<file path="config.mk">
export PLATFORM = sky130hd
export DESIGN_NAME = tzs_supervisor
export DESIGN_NICKNAME = d
export VERILOG_FILES = /design/src/tzs_pkg.sv /design/src/tzs_supervisor.sv
export SDC_FILE = /design/constraint.sdc
export NUM_CORES = 2
export LEC_CHECK = 0
export BUFFER_PORTS_ARGS = -buffer_cell sky130_fd_sc_hd__buf_2
export CORE_MARGIN = 3
export CORE_UTILIZATION = 50
export CTS_CLUSTER_DIAMETER = 80
export CTS_CLUSTER_SIZE = 20
export DETAILED_ROUTE_END_ITERATION = 10
export PLACE_DENSITY = 0.76
export SLEW_MARGIN = 20
export SYNTH_ARGS = -nofsm -noshare
export SYNTH_HDL_FRONTEND = slang
export SYNTH_SLANG_ARGS = --single-unit
</file>
<file path="constraint.sdc">
create_clock -name clk_in -period 9.2 [get_ports clk_in]
set_clock_uncertainty 0.15 [all_clocks]
set_input_delay 0 -clock clk_in [delete_from_list [all_inputs] [get_ports clk_in]]
set_output_delay 0 -clock clk_in [all_outputs]
set_load 0.1 [all_outputs]
</file>
<file path="src/tzs_pkg.sv">
// Shared constants and types of the temperature zone supervisor.
// Assumes a 200 MHz system clock and a word-addressed register port.
package tzs_pkg;
    localparam int TZS_NPTS = 32;
    localparam int TZS_CLK_HZ = 200_000_000;
    localparam int TZS_TICK_MS = 10;
    localparam int TZS_TICK_CYCLES = TZS_CLK_HZ / 1000 * TZS_TICK_MS;
    // Working area, relative word positions
    localparam logic [4:0] TZS_OFF_ZONE_LO = 5'h00;
    localparam logic [4:0] TZS_OFF_ZONE_HI = 5'h01;
    localparam logic [4:0] TZS_OFF_WARN_LO = 5'h02;
    localparam logic [4:0] TZS_OFF_WARN_HI = 5'h03;
    localparam logic [4:0] TZS_OFF_RESV_LO = 5'h04;
    localparam logic [4:0] TZS_OFF_RESV_HI = 5'h08;
    localparam logic [4:0] TZS_OFF_INTV = 5'h09;
    localparam logic [4:0] TZS_OFF_HP_THR = 5'h0a;
    localparam logic [4:0] TZS_OFF_HP_DUR = 5'h0b;
    localparam logic [4:0] TZS_OFF_HI_LIM = 5'h0c;
    localparam logic [4:0] TZS_OFF_RANGE = 5'h0d;
    localparam logic [4:0] TZS_OFF_SP_BASE = 5'h0e;
    localparam logic [4:0] TZS_OFF_DEV_BASE = 5'h0f;
    localparam logic [4:0] TZS_OFF_CTL_BASE = 5'h10;
    localparam logic [4:0] TZS_OFF_IRQ_STAT = 5'h11;
    localparam logic [4:0] TZS_OFF_IRQ_MASK = 5'h12;
    localparam logic [4:0] TZS_OFF_STATUS = 5'h13;
    // Reset values and limits
    localparam logic [15:0] TZS_INTV_RST = 16'h0102;
    localparam logic [15:0] TZS_HP_THR_MIN = 16'h0050;
    localparam logic [15:0] TZS_HP_THR_MAX = 16'h0064;
    localparam logic [15:0] TZS_HP_THR_RST = 16'h005a;
    localparam logic [15:0] TZS_HP_DUR_MIN = 16'h003c;
    localparam logic [15:0] TZS_HP_DUR_RST = 16'h0258;
    localparam logic [15:0] TZS_HI_LIM_RST = 16'h7fff;
    localparam logic [15:0] TZS_RANGE_RST = 16'h0100;
    localparam logic [7:0] TZS_FIRST_MAX = 8'h1f;
    localparam logic [7:0] TZS_COUNT_MAX = 8'h20;
    localparam logic [8:0] TZS_SUM_MAX = 9'h020;
    localparam logic [7:0] TZS_CODE_TOP = 8'h05;
    localparam logic [3:0] TZS_OT_SCANS = 4'ha;
    localparam logic [6:0] TZS_FULL_PCT = 7'h64;
    localparam logic [6:0] TZS_STEPS = 7'h64;
    // Interrupt bit positions
    localparam int TZS_IRQ_W = 3;
    localparam int TZS_IRQ_ERR = 0;
    localparam int TZS_IRQ_ALM = 1;
    localparam int TZS_IRQ_DONE = 2;

    typedef enum logic [1:0] {ST_IDLE, ST_LOAD, ST_HOLD, ST_EVAL} tzs_state_t;

    typedef struct packed {
        logic [15:0] temp;
        logic [15:0] setpt;
        logic [15:0] dev;
        logic [15:0] ctrl;
    } tzs_pt_data_t;

    typedef struct packed {
        logic        valid;
        logic [4:0]  point;
        logic [15:0] sp_addr;
        logic [15:0] dev_addr;
        logic [15:0] ctl_addr;
    } tzs_tbl_req_t;
endpackage

</file>
<file path="src/tzs_supervisor.sv">
// Temperature zone supervisor: walks the controlled points once per
// program scan, keeps in-zone and warning words, drives on/off outputs.
// Assumes point data answers one cycle after each table request.
//
// Contract
// Stay inactive until all temperature channels were read once; pid_solve_out still pulses on its interval before then.
// While enabled, heat when select is 1, cool when it is 0.
// First 0..31, count 1..32, sum at most 32; else idle and error.
// Set a point's in-zone bit when temperature lies within its band.
// Outside the band, clear in-zone bit and raise alarm.
// Ten consecutive scans at or above high limit set warning, alarm.
// High power held for the duration outside band sets warning, alarm.
// Nine private working words; software must not reuse them.
// In-zone words: low word points first+0..15, high first+16..31.
// Warning words: third word first+n, fourth word first+16+n.
// Working words 4 to 8 are internal and read as zero.
// Setpoint, band and output tables start at their own bases.
// Control value becomes a time-proportional on/off drive.
// Interval low byte: codes 0..4 give 1..16 s, above 32 s; 4 s.
// Interval high byte selects on/off period likewise; default 2 s.
// High-power threshold is 80 to 100 percent, default 90.
// High-power duration 60 to 65535 seconds, default 600.
// Alarm is the OR of out-of-zone and warning over the scan.
//
// The address-and-strobe port was left to the implementer.
`timescale 1ns/1ps
module tzs_supervisor
    import tzs_pkg::*;
#(
    parameter int TICK_CYCLES = TZS_TICK_CYCLES
) (
    input  wire logic         clk_in,
    input  wire logic         nrst_in,
    input  wire logic         enable_in,
    input  wire logic         heat_cool_in,
    input  wire logic         scan_in,
    input  wire logic         chan_read_done_in,
    input  wire tzs_pt_data_t pt_data_in,
    input  wire logic [4:0]   addr_in,
    input  wire logic [15:0]  wr_data_in,
    input  wire logic         wr_en_in,
    input  wire logic         rd_en_in,
    output tzs_tbl_req_t      tbl_req_out,
    output logic [31:0]       heat_drive_out,
    output logic [31:0]       cool_drive_out,
    output logic              err_out,
    output logic              alarm_out,
    output logic              pid_solve_out,
    output logic              irq_out,
    output logic [15:0]       rd_data_out
);

    // Period mask 2^code - 1, saturating at the 32 s code
    function automatic logic [4:0] tzs_code_mask(input logic [7:0] code);
        logic [4:0] m;
        m = 5'h1f;
        if (code < TZS_CODE_TOP)
            m = 5'((6'h01 << code[2:0]) - 6'h01);
        return m;
    endfunction

    // Signed distance from set point compared with an unsigned band
    function automatic logic tzs_in_band(input logic [15:0] t,
                                         input logic [15:0] sp,
                                         input logic [15:0] dv);
        logic signed [17:0] d;
        d = $signed({{2{t[15]}}, t}) - $signed({{2{sp[15]}}, sp});
        if (d < 0)
            d = -d;
        return d <= $signed({2'b00, dv});
    endfunction

    tzs_state_t   st_r;
    tzs_tbl_req_t req_r;
    logic         ready_r;
    logic         err_r;
    logic         alarm_r;
    logic         solve_r;
    logic         irq_r;
    logic [4:0]   idx_r;
    logic [31:0]  zone_r;
    logic [31:0]  warn_r;
    logic [31:0]  zone_acc_r;
    logic [31:0]  warn_acc_r;
    logic         alm_acc_r;
    logic [3:0]   ot_cnt_r [TZS_NPTS];
    logic [15:0]  hp_start_r [TZS_NPTS];
    logic [6:0]   duty_r [TZS_NPTS];
    logic [31:0]  hp_act_r;
    logic [31:0]  tick_cnt_r;
    logic [6:0]   hund_r;
    logic [15:0]  sec_now_r;
    logic [4:0]   pwm_pre_r;
    logic [6:0]   phase_r;
    logic [31:0]  heat_drv_r;
    logic [31:0]  cool_drv_r;
    logic [15:0]  rd_data_r;
    logic [15:0]  intv_r;
    logic [15:0]  hp_thr_r;
    logic [15:0]  hp_dur_r;
    logic [15:0]  hi_lim_r;
    logic [15:0]  range_r;
    logic [15:0]  sp_base_r;
    logic [15:0]  dev_base_r;
    logic [15:0]  ctl_base_r;
    logic [TZS_IRQ_W-1:0] irq_stat_r;
    logic [TZS_IRQ_W-1:0] irq_mask_r;

    // Range check and scan start
    wire logic [7:0] first_w = range_r[7:0];
    wire logic [7:0] count_w = range_r[15:8];
    wire logic [8:0] sum_w = {1'b0, first_w} + {1'b0, count_w};
    wire logic range_ok = (first_w <= TZS_FIRST_MAX) && (count_w != 8'h00)
                          && (count_w <= TZS_COUNT_MAX)
                          && (sum_w <= TZS_SUM_MAX);
    wire logic trigger = (st_r == ST_IDLE) && scan_in && enable_in
                         && ready_r;
    wire logic start = trigger && range_ok;
    wire logic bad = trigger && !range_ok;
    wire logic last = ({3'h0, idx_r} == 8'(count_w - 8'h01));
    wire logic publish = (st_r == ST_EVAL) && last;
    wire logic [4:0] pnt_w = 5'(first_w[4:0] + idx_r);

    // Per-point evaluation of the sample present in ST_EVAL
    wire logic band_ok = tzs_in_band(pt_data_in.temp, pt_data_in.setpt,
                                     pt_data_in.dev);
    wire logic hot = $signed(pt_data_in.temp) >= $signed(hi_lim_r);
    wire logic [3:0] ot_cur = ot_cnt_r[idx_r];
    wire logic ot_trip = hot && (ot_cur >= TZS_OT_SCANS - 4'h1);
    wire logic [3:0] ot_upd = !hot ? 4'h0 :
                              (ot_trip ? TZS_OT_SCANS : ot_cur + 4'h1);
    wire logic hp_cond = (pt_data_in.ctrl >= hp_thr_r) && !band_ok;
    wire logic [15:0] hp_age = sec_now_r - hp_start_r[idx_r];
    wire logic hp_trip = hp_cond && hp_act_r[idx_r]
                         && (hp_age >= hp_dur_r);
    wire logic warn_pt = ot_trip || hp_trip;
    wire logic alm_pt = !band_ok || warn_pt;
    wire logic [31:0] pt_bit = 32'h1 << idx_r;
    wire logic [31:0] zone_acc_nxt = band_ok ? (zone_acc_r | pt_bit)
                                             : (zone_acc_r & ~pt_bit);
    wire logic [31:0] warn_acc_nxt = warn_pt ? (warn_acc_r | pt_bit)
                                             : warn_acc_r;
    wire logic alm_acc_nxt = alm_acc_r || alm_pt;
    wire logic [6:0] duty_upd = (pt_data_in.ctrl >= 16'(TZS_FULL_PCT)) ?
                                TZS_FULL_PCT : pt_data_in.ctrl[6:0];

    // Walk of the point range, three cycles per point
    always_ff @(posedge clk_in or negedge nrst_in) begin
        if (!nrst_in) begin
            st_r <= ST_IDLE;
            idx_r <= 5'h00;
        end else begin
            unique case (st_r)
                ST_IDLE: begin
                    idx_r <= 5'h00;
                    if (start)
                        st_r <= ST_LOAD;
                end
                ST_LOAD: st_r <= ST_HOLD;
                ST_HOLD: st_r <= ST_EVAL;
                ST_EVAL: begin
                    idx_r <= idx_r + 5'h01;
                    st_r <= last ? ST_IDLE : ST_LOAD;
                end
            endcase
        end
    end

    // Table request: entry n sits at base + point index
    always_ff @(posedge clk_in or negedge nrst_in) begin
        if (!nrst_in) begin
            req_r <= '0;
        end else begin
            req_r.valid <= (st_r == ST_LOAD);
            req_r.point <= pnt_w;
            req_r.sp_addr <= sp_base_r + {11'h000, pnt_w};
            req_r.dev_addr <= dev_base_r + {11'h000, pnt_w};
            req_r.ctl_addr <= ctl_base_r + {11'h000, pnt_w};
        end
    end

    // Scan accumulators, published whole so reads never see half a scan
    always_ff @(posedge clk_in or negedge nrst_in) begin
        if (!nrst_in) begin
            zone_acc_r <= 32'h0;
            warn_acc_r <= 32'h0;
            alm_acc_r <= 1'b0;
            zone_r <= 32'h0;
            warn_r <= 32'h0;
            alarm_r <= 1'b0;
            err_r <= 1'b0;
            ready_r <= 1'b0;
        end else begin
            ready_r <= ready_r || chan_read_done_in;
            if (bad)
                err_r <= 1'b1;
            else if (start)
                err_r <= 1'b0;
            if (start) begin
                zone_acc_r <= 32'h0;
                warn_acc_r <= 32'h0;
                alm_acc_r <= 1'b0;
            end else if (st_r == ST_EVAL) begin
                zone_acc_r <= zone_acc_nxt;
                warn_acc_r <= warn_acc_nxt;
                alm_acc_r <= alm_acc_nxt;
            end
            if (publish) begin
                zone_r <= zone_acc_nxt;
                warn_r <= warn_acc_nxt;
                alarm_r <= alm_acc_nxt;
            end
        end
    end

    // Per-point history: over-temperature run, high-power start, duty
    always_ff @(posedge clk_in or negedge nrst_in) begin
        if (!nrst_in) begin
            hp_act_r <= 32'h0;
            for (int i = 0; i < TZS_NPTS; i++) begin
                ot_cnt_r[i] <= 4'h0;
                hp_start_r[i] <= 16'h0000;
                duty_r[i] <= 7'h00;
            end
        end else if (st_r == ST_EVAL) begin
            ot_cnt_r[idx_r] <= ot_upd;
            hp_act_r[idx_r] <= hp_cond;
            if (hp_cond && !hp_act_r[idx_r])
                hp_start_r[idx_r] <= sec_now_r;
            duty_r[idx_r] <= duty_upd;
        end
    end

    // Time base: 10 ms ticks, seconds, on/off phase in hundredths
    wire logic tick = (tick_cnt_r == 32'(TICK_CYCLES - 1));
    wire logic sec_tick = tick && (hund_r == TZS_STEPS - 7'h01);
    wire logic [4:0] solve_mask = tzs_code_mask(intv_r[7:0]);
    wire logic [4:0] pwm_mask = tzs_code_mask(intv_r[15:8]);
    always_ff @(posedge clk_in or negedge nrst_in) begin
        if (!nrst_in) begin
            tick_cnt_r <= 32'h0;
            hund_r <= 7'h00;
            sec_now_r <= 16'h0000;
            solve_r <= 1'b0;
        end else begin
            tick_cnt_r <= tick ? 32'h0 : tick_cnt_r + 32'h1;
            if (tick)
                hund_r <= sec_tick ? 7'h00 : hund_r + 7'h01;
            if (sec_tick)
                sec_now_r <= sec_now_r + 16'h0001;
            solve_r <= sec_tick
                       && ((sec_now_r[4:0] & solve_mask) == solve_mask);
        end
    end

    // Period is 100 steps of 2^code ticks, i.e. 2^code seconds
    always_ff @(posedge clk_in or negedge nrst_in) begin
        if (!nrst_in) begin
            pwm_pre_r <= 5'h00;
            phase_r <= 7'h00;
        end else if (tick) begin
            if (pwm_pre_r >= pwm_mask) begin
                pwm_pre_r <= 5'h00;
                phase_r <= (phase_r == TZS_STEPS - 7'h01) ? 7'h00
                                                          : phase_r + 7'h01;
            end else begin
                pwm_pre_r <= pwm_pre_r + 5'h01;
            end
        end
    end

    // Drive is on while the phase is below the point's duty
    logic [31:0] drv_w;
    always_comb begin
        for (int i = 0; i < TZS_NPTS; i++)
            drv_w[i] = enable_in && (duty_r[i] > phase_r);
    end
    always_ff @(posedge clk_in or negedge nrst_in) begin
        if (!nrst_in) begin
            heat_drv_r <= 32'h0;
            cool_drv_r <= 32'h0;
        end else begin
            heat_drv_r <= heat_cool_in ? drv_w : 32'h0;
            cool_drv_r <= heat_cool_in ? 32'h0 : drv_w;
        end
    end

    // Register writes; threshold and duration are clamped so logic never sees bad values
    wire logic wr_thr = wr_en_in && (addr_in == TZS_OFF_HP_THR);
    wire logic wr_dur = wr_en_in && (addr_in == TZS_OFF_HP_DUR);
    wire logic [15:0] thr_clamp =
        (wr_data_in < TZS_HP_THR_MIN) ? TZS_HP_THR_MIN :
        (wr_data_in > TZS_HP_THR_MAX) ? TZS_HP_THR_MAX : wr_data_in;
    wire logic [15:0] dur_clamp =
        (wr_data_in < TZS_HP_DUR_MIN) ? TZS_HP_DUR_MIN : wr_data_in;
    always_ff @(posedge clk_in or negedge nrst_in) begin
        if (!nrst_in) begin
            intv_r <= TZS_INTV_RST;
            hp_thr_r <= TZS_HP_THR_RST;
            hp_dur_r <= TZS_HP_DUR_RST;
            hi_lim_r <= TZS_HI_LIM_RST;
            range_r <= TZS_RANGE_RST;
            sp_base_r <= 16'h0000;
            dev_base_r <= 16'h0000;
            ctl_base_r <= 16'h0000;
            irq_mask_r <= '0;
        end else if (wr_en_in) begin
            if (addr_in == TZS_OFF_INTV)
                intv_r <= wr_data_in;
            if (wr_thr)
                hp_thr_r <= thr_clamp;
            if (wr_dur)
                hp_dur_r <= dur_clamp;
            if (addr_in == TZS_OFF_HI_LIM)
                hi_lim_r <= wr_data_in;
            if (addr_in == TZS_OFF_RANGE)
                range_r <= wr_data_in;
            if (addr_in == TZS_OFF_SP_BASE)
                sp_base_r <= wr_data_in;
            if (addr_in == TZS_OFF_DEV_BASE)
                dev_base_r <= wr_data_in;
            if (addr_in == TZS_OFF_CTL_BASE)
                ctl_base_r <= wr_data_in;
            if (addr_in == TZS_OFF_IRQ_MASK)
                irq_mask_r <= wr_data_in[TZS_IRQ_W-1:0];
        end
    end

    // Read decode; the nine working words come first
    wire logic [15:0] zone_hi_w = zone_r[31:16];
    wire logic [15:0] warn_hi_w = warn_r[31:16];
    wire logic resv = (addr_in >= TZS_OFF_RESV_LO)
                      && (addr_in <= TZS_OFF_RESV_HI);
    wire logic [15:0] stat_w = {12'h000, st_r != ST_IDLE, alarm_r,
                                err_r, ready_r};
    wire logic [15:0] rd_mux =
        resv ? 16'h0000 :
        (addr_in == TZS_OFF_ZONE_LO) ? zone_r[15:0] :
        (addr_in == TZS_OFF_ZONE_HI) ? zone_hi_w :
        (addr_in == TZS_OFF_WARN_LO) ? warn_r[15:0] :
        (addr_in == TZS_OFF_WARN_HI) ? warn_hi_w :
        (addr_in == TZS_OFF_INTV) ? intv_r :
        (addr_in == TZS_OFF_HP_THR) ? hp_thr_r :
        (addr_in == TZS_OFF_HP_DUR) ? hp_dur_r :
        (addr_in == TZS_OFF_HI_LIM) ? hi_lim_r :
        (addr_in == TZS_OFF_RANGE) ? range_r :
        (addr_in == TZS_OFF_SP_BASE) ? sp_base_r :
        (addr_in == TZS_OFF_DEV_BASE) ? dev_base_r :
        (addr_in == TZS_OFF_CTL_BASE) ? ctl_base_r :
        (addr_in == TZS_OFF_IRQ_STAT) ? 16'(irq_stat_r) :
        (addr_in == TZS_OFF_IRQ_MASK) ? 16'(irq_mask_r) :
        (addr_in == TZS_OFF_STATUS) ? stat_w : 16'h0000;
    always_ff @(posedge clk_in or negedge nrst_in) begin
        if (!nrst_in)
            rd_data_r <= 16'h0000;
        else
            rd_data_r <= rd_en_in ? rd_mux : 16'h0000;
    end

    // Sticky events; a new event wins over the clearing read
    wire logic stat_rd = rd_en_in && (addr_in == TZS_OFF_IRQ_STAT);
    wire logic [TZS_IRQ_W-1:0] irq_ev = {publish, publish && alm_acc_nxt,
                                         bad};
    wire logic [TZS_IRQ_W-1:0] irq_nxt =
        (stat_rd ? '0 : irq_stat_r) | irq_ev;
    always_ff @(posedge clk_in or negedge nrst_in) begin
        if (!nrst_in) begin
            irq_stat_r <= '0;
            irq_r <= 1'b0;
        end else begin
            irq_stat_r <= irq_nxt;
            irq_r <= |(irq_nxt & irq_mask_r);
        end
    end

    assign tbl_req_out = req_r;
    assign heat_drive_out = heat_drv_r;
    assign cool_drive_out = cool_drv_r;
    assign err_out = err_r;
    assign alarm_out = alarm_r;
    assign pid_solve_out = solve_r;
    assign irq_out = irq_r;
    assign rd_data_out = rd_data_r;
endmodule
</file>
# Yosys cells after proc, flatten, opt, wreduce, memory -nomap -nowiden
# Index checks and enable logic that the tools add are counted.
# W data, S select, Z words.
dict set report classes {
  addsub 18
  order_cmp 54
  n_eq_ne 23
  shifts 3
  n_mux 67
  bitwise_logic 8
  n_reduce_logical 81
}
# operator n
set ops {}
lappend ops {{$bwmux W512} 1}
lappend ops {{$mux W16} 20}
lappend ops {{$mux W32} 9}
lappend ops {{$bwmux W224} 1}
lappend ops {{$gt A7 B7 Y1} 32}
lappend ops {{$bwmux W128} 1}
lappend ops {{$bmux W16 S5} 1}
lappend ops {{$demux W16 S5} 1}
lappend ops {{$or A32 B32 Y32} 2}
lappend ops {{$logic_and A1 B1 Y1} 55}
lappend ops {{$add A16 B5 Y16} 3}
lappend ops {{$ge A16 B16 Y1} 3}
lappend ops {{$demux W7 S5} 1}
lappend ops {{$eq A5 B4 Y1 const B} 7}
lappend ops {{$add A32 B1 Y32 const B} 1}
lappend ops {{$and A32 B32 Y32} 1}
lappend ops {{$bwmux W32} 1}
lappend ops {{$eq A32 B21 Y1 const B} 1}
lappend ops {{$mux W4} 8}
lappend ops {{$not A32 Y32} 1}
lappend ops {{$shl A1 B5 Y32 const A} 1}
lappend ops {{$mux W7} 4}
lappend ops {{$reduce_and A2 Y1} 11}
lappend ops {{$bmux W4 S5} 1}
lappend ops {{60 further kinds} 87}
dict set report totals {
  ff_bits 1372
  inputBits 93
  out_inout_bits 138
}

# Logic depth before layout (Yosys ltp)
dict set report logic_depth {
  word_depth 18
  mapped_depth 33
}

# Least setup slack after synthesis
# No wires, ideal clock.
dict set report synth_timing {
  path_type {register -> register}
  start {register idx_r[0]}
  end {register warn_r[31]}
  setup_time_ns 0.143
  arrival_ns 7.540
  required_time_ns 8.907
  path_slack_ns 1.367
  path_stages_with_launch 33
  path_buffers 8
  period_less_slack_ns 7.833
  path_cell_list {dfrtp_1 buf_2 buf_2 buf_2 buf_2 buf_2 buf_1 buf_2 mux4_2 nand2_1 nand2_1 a21oi_1 ha_1 nor2b_1 o21ai_0 a21boi_0 o211ai_1 a21oi_1 a2111oi_0 o31ai_1 a211oi_1 nor3_1 ha_1 a21o_1 a21o_1 a21oi_1 o21ai_0 a21o_1 nand2_1 nor4_1 a21oi_1 clkbuf_1 o31ai_1}
}
dict set report synth_between {
  elab_chain_len 9
  word_cells_on_any_way 21
  cone_classes {add/sub (1); order compare (2); eq/ne (1); shift (1); mux (9); bitwise (2); reduce/logical (5)}
}
# element line
set synth_lines {}
lappend synth_lines {{start, declared} tzs_supervisor.sv:80} ;# logic [4:0] idx_r;
lappend synth_lines {{start signal, assigned} tzs_supervisor.sv:162} ;# idx_r <= idx_r + 5'h01;
lappend synth_lines {{$not A5 Y6 (implied by the code)} {tzs_supervisor.sv:128, tzs_supervisor.sv:133}}
lappend synth_lines {{$bmux W16 S5} tzs_supervisor.sv:133} ;# wire logic [15:0] hp_age = sec_now_r - hp_start_r[idx_r];
lappend synth_lines {{$mux W16 (implied by the code) (2 in a row)} tzs_supervisor.sv:133}
lappend synth_lines {{$sub A16 B16 Y16} tzs_supervisor.sv:133}
lappend synth_lines {{$ge A16 B16 Y1} tzs_supervisor.sv:135} ;# && (hp_age >= hp_dur_r);
lappend synth_lines {{$logic_and A1 B1 Y1} tzs_supervisor.sv:135}
lappend synth_lines {{$logic_or A1 B1 Y1} tzs_supervisor.sv:136} ;# wire logic warn_pt = ot_trip || hp_trip;
lappend synth_lines {{$mux W32} tzs_supervisor.sv:141} ;# wire logic [31:0] warn_acc_nxt = warn_pt ? (warn_acc_r | pt_bit)
lappend synth_lines {{end signal, assigned} tzs_supervisor.sv:210} ;# warn_r <= warn_acc_nxt;
lappend synth_lines {{end, declared} tzs_supervisor.sv:82} ;# logic [31:0] warn_r;
# Parallel ways exist; a longest one is shown, timed or not. The select of a mux whose other input is x is not followed.
# A chain may end at the register's enable or synchronous reset.

# Worst setup path after layout
dict set report layout_timing {
  start {register idx_r[0]}
  end {register warn_acc_r[5]}
}
dict set report layout_between {
  elab_chain_len 11
  word_cells_on_any_way 21
  cone_classes {add/sub (1); order compare (2); shift (1); mux (11); bitwise (2); reduce/logical (4)}
}
# element line
set layout_lines {}
lappend layout_lines {{$not A5 Y6 (implied by the code)} {tzs_supervisor.sv:128, tzs_supervisor.sv:133}}
lappend layout_lines {{$bmux W16 S5} tzs_supervisor.sv:133}
lappend layout_lines {{$mux W16 (implied by the code) (2 in a row)} tzs_supervisor.sv:133}
lappend layout_lines {{$sub A16 B16 Y16} tzs_supervisor.sv:133}
lappend layout_lines {{$ge A16 B16 Y1} tzs_supervisor.sv:135}
lappend layout_lines {{$logic_and A1 B1 Y1} tzs_supervisor.sv:135}
lappend layout_lines {{$logic_or A1 B1 Y1} tzs_supervisor.sv:136}
lappend layout_lines {{$mux W32 *} tzs_supervisor.sv:141}
lappend layout_lines {{$mux W32 *} tzs_supervisor.sv:203} ;# end else if (st_r == ST_EVAL) begin
lappend layout_lines {{$mux W32 *} tzs_supervisor.sv:199} ;# if (start) begin
lappend layout_lines {{end signal, assigned} tzs_supervisor.sv:205} ;# warn_acc_r <= warn_acc_nxt;
lappend layout_lines {{end, declared} tzs_supervisor.sv:84} ;# logic [31:0] warn_acc_r;
# Every way passes the cells marked *; elsewhere a longest branch is shown, timed or not. The select of a mux whose other input is x is not followed.

==> flow_metrics.tcl <==
set metrics [dict create \
    cell_count_final_fillers_out 7886 \
    port-buffer-count 230 \
    tritonroute_pass_1_iters 8 \
    estimated_wirelength_of_the_detail_placed_design_mm 121 \
    report.final.slew_viol_count 0 \
    tns_ns 0 \
    final_period_minus_worst_setup_slack_ns 7.90 \
    maxCapViolations 0 \
    crit_path_max_incr_delay_ns 1.00 \
    cts.sink_count 1372 \
    setup.reg_to_reg.worst_slack_ns 1.30 \
    cts_tree "built" \
    fin_crit_sh_pct 85.9 \
    critical_path_class "register to register" \
    drc_errors 0 \
    synth_top_area_share_pct 49.1 \
    report.power.total_uw 14600 \
    worst_r2r_endpoint "warn_acc_r[5]" \
    cts_made_buffers 83 \
    route.final.wire_length_mm 187 \
    final_layout_size_suffix_gt1_share_pct 21.9 \
    antenna_found_initial 4 \
    placedCellCount 7711 \
    ctsRootBufferMaster "clkbuf_16" \
    core_box_area_um2 136000 \
    std_cell_rows 135 \
    cts-root-to-sink-buffers 3 \
    power.ir.vdd_worst_mv 0.201 \
    design.die.area_um2 142000 \
    routed_wire_length_per_instance_um 23.7 \
    via_per_inst 6.18 \
    drt_iter0_markers 4702 \
    clk_latency_worst_skew_pair_ns 0.72 \
    fmax_mhz 127 \
    synth_edf_count 0 \
    grt_pass1_wl_mm 290 \
    min_path_type "input port to register" \
    synth_compound_area_share_pct 11.1 \
    vias_in_the_first_global_route 48700 \
    finish.net_count 6540 \
    postSynthNetCount 6442 \
    grt_setup_unrepaired "false" \
    critPathRequiredTime_ns 9.61 \
    dieHeight_um 377 \
    placedInstanceArea_um2 71600 \
    holdWs_ns 0.0889 \
    area_growth_syn_to_layout_pct 8.75 \
    type_of_destination_of_the_critical_path "register" \
    ctsResizeCount 0 \
    critical_path.startpoint "idx_r[0]" \
    static-leakage-power_uw 0.0354 \
    synth_top_family_by_area "multiplexers" \
    synthAdderAreaFrac_pct 7.00 \
    critPathSlowestCell "dfrtp_4" \
    reg2reg_launch_point "idx_r[0]" \
    basic_gate_share_of_the_synthesized_area_counting_and_or_nand_and_nor_cells_pct 9.77 \
    critical_path_peak_fanout 62 \
    ant_nets 0 \
    critical_path_cell_by_cell "buf_12 > mux4_2 > mux2i_1 > o22ai_1 > nor2_1 > ha_1 > a21boi_0 > o211ai_1 > a21oi_1 > a2111oi_0 > o31ai_1 > a211oi_1 > nor3_1 > ha_1 > a21o_1 > a21o_1 > a21oi_1 > o21ai_0 > a21o_1 > nand2_1 > nor4_1 > a21oi_4 > buf_4 > o31ai_1" \
    timing.critical_path.from_type "register" \
    ys_seq_area_share_pct 50.0 \
    asyncSetResetFlopFracSynth_pct 100 \
    critical_path.endpoint "warn_acc_r[5]" \
    final_estimated_routing_congestion_in_global_placement 0.954 \
    groute.usage.overall_pct 26.2 \
    pwr_density_cell_nw_per_um2 196 \
    synthCells 5970 \
    synth-xor-area-share_pct 1.66 \
    post_synth_cell_types 82 \
    synth_ff_type "dfrtp_1" \
    final-setup-viol-count 0 \
    r2r.worst_path.cells 24 \
    postLayoutCellArea_um2 74700 \
    final_hold_viol_count 0 \
    top_level_ports 231 \
    ys.warnings.count 0 \
    clk_transition_reported_paths_ns 0.09 \
    synth.area.mux_share_pct 17.2 \
    via_count 48700 \
    timing.critical_path.arrival_ns 8.31 \
    worst_path_most_repeated_cell "a21o_1" \
    grt_max_degree 190 \
    average_cell_area_after_synthesis_um2 11.5 \
    floorplan.initialDensity_pct 50.5 \
    max_slew_margin_pct 22.6 \
    n_fill_cell 11200 \
    synth.ff_latch_count 1372 \
    post_cts.repair.setup_buffers 0 \
    htree_levels 3 \
    syn_area_um2 68700 \
    yosys.area.top_type "dfrtp_1" \
    outcome "complete, no violations" \
    globalRouteOverflowTotal 0 \
    top_cells_by_area_synth "dfrtp_1 (49%), mux2_2 (9.7%), ha_1 (6.8%)" \
    die_x_um 377 \
    tightestPinTransition_ns 1.16 \
]
==> metal layers <==
metal  routed length, um  up-vias  part of all wire, %  global-route usage [%]
met3               14100      461                  7.5                    4.10
li1                    -    21600                    -                       -
met5                  13        -               0.0069                       0
met2               87000     1899                   46                    41.6
met1               77600    24800                   41                    36.0
met4                8530        2                  4.6                    11.2
==> timing repair <==
action,CTS,global route
hold endpoints to repair,503,0
hold buffers,52,0
endpoints found under the setup margin,0,0
==> synth_stat cells, drive strengths merged (11+ instances only) <==
library cell and count:
a21o 65, a21oi 234, a221oi 24, a222oi 13, a22oi 45, and2 44, and3 24, buf 90
clkbuf 286, dfrtp 1346, dfstp 26, ha 372, inv 168, mux2 614, mux2i 89, mux4 174
nand2 724, nand2b 63, nand3 89, nand4 62, nor2 167, nor2b 88, nor3 51, nor3b 11
nor4 14, o211a 28, o21a 41, o21ai 541, o22ai 31, o311ai 33, o31ai 66, or3 69
xnor2 81, xor2 49
==> critical path, delay by kind of cell, from the launching register on <==
family	cells	cell delay, ns
AOI/OAI and AO/OA	14	3.46
adders and majority gates	2	0.65
buffers and inverters	2	1.00
DFF	1	1.00
muxes	2	0.77
and+or+nand+nor	4	0.56
==> kinds of logic (layout without fill, tap and decap cells) <==
logic type / Yosys count / in the layout
and+or+nand+nor: 1444 / 1444
DFF: 1372 / 1372
AOI/OAI and AO/OA: 1223 / 1223
muxes: 877 / 877
buffers and inverters: 544 / 678
adders and majority gates: 380 / 380
xor gates and xnor gates: 130 / 130
other: 0 / 1
==> metrics by stage <==
step | utilization [%] | worst slack (ns)
2_1_floorplan | - | 1.37
3_3_place_gp | 52.7 | 1.42
3_5_place_dp | 52.7 | 1.40
4_1_cts | 54.9 | 1.37
5_1_grt | 54.9 | 0.753
6_report | 54.9 | 1.30
==> where the power goes <==
part,internal (uW),switching [uW],leakage [uW],total (uW)
sequential,6590,472,0.0167,7060
combinational,1130,2530,0.0175,3650
clock,1820,2110,0.00121,3930
total,9540,5110,0.0354,14600
==> worst min-delay path by stage <==
stage                        start           endpoint  cells after the start  slack [ns]
floorplan                  nrst_in          alarm_out                      0       -0.45
global placement           nrst_in  heat_drive_out[7]                      1       -0.06
detailed placement         nrst_in        duty_r[164]                      1       -0.05
CTS                  wr_data_in[8]         range_r[8]                      3        0.03
global route        wr_data_in[10]     dev_base_r[10]                      3        0.09
finish               wr_data_in[3]        hp_dur_r[3]                      4        0.09
==> layout by cell type, fill, tap and decap left out, drive strengths merged, types with 28 or more instances in the layout <==
cell type and instances:
a22oi 45, mux2i 89, o31ai 66, ha 372, o21ai 541, mux2 614
a21o 65, nand2 724, o311ai 33, nand4 62, nor2 167, o21a 41
xnor2 81, o22ai 31, nor3 51, xor2 49, nand3 89, o211a 28
dlygate4sd3 51, dfrtp 1346, a21oi 234, nand2b 63, or3 69, mux4 174
nor2b 88, clkbuf 103, and2 44, inv 177, buf 338
==> area by class of cell <==
class	instances	area, um^2	share of cell area, %
multi-input combinational	4054	32300	43.3
antenna	1	2.50	0.00335
sequential	1372	34400	46.0
timing repair buffer	389	2630	3.53
tap	1781	2230	2.98
inverter	168	632	0.846
clock buffer	103	2220	2.98
clock inverter	18	255	0.342
==> state kept, by name (all words and copies together), names as in the netlist, 32 cells and up <==
register and flops:
heat_drive_out 32, warn_acc_r 32, warn_r 32, ot_cnt_r 128, tick_cnt_r 32, cool_drive_out 32
zone_acc_r 32, zone_r 32, hp_act_r 32, duty_r 224, hp_start_r 512, tbl_req_out 54
(Power assumes the default switching activity.)
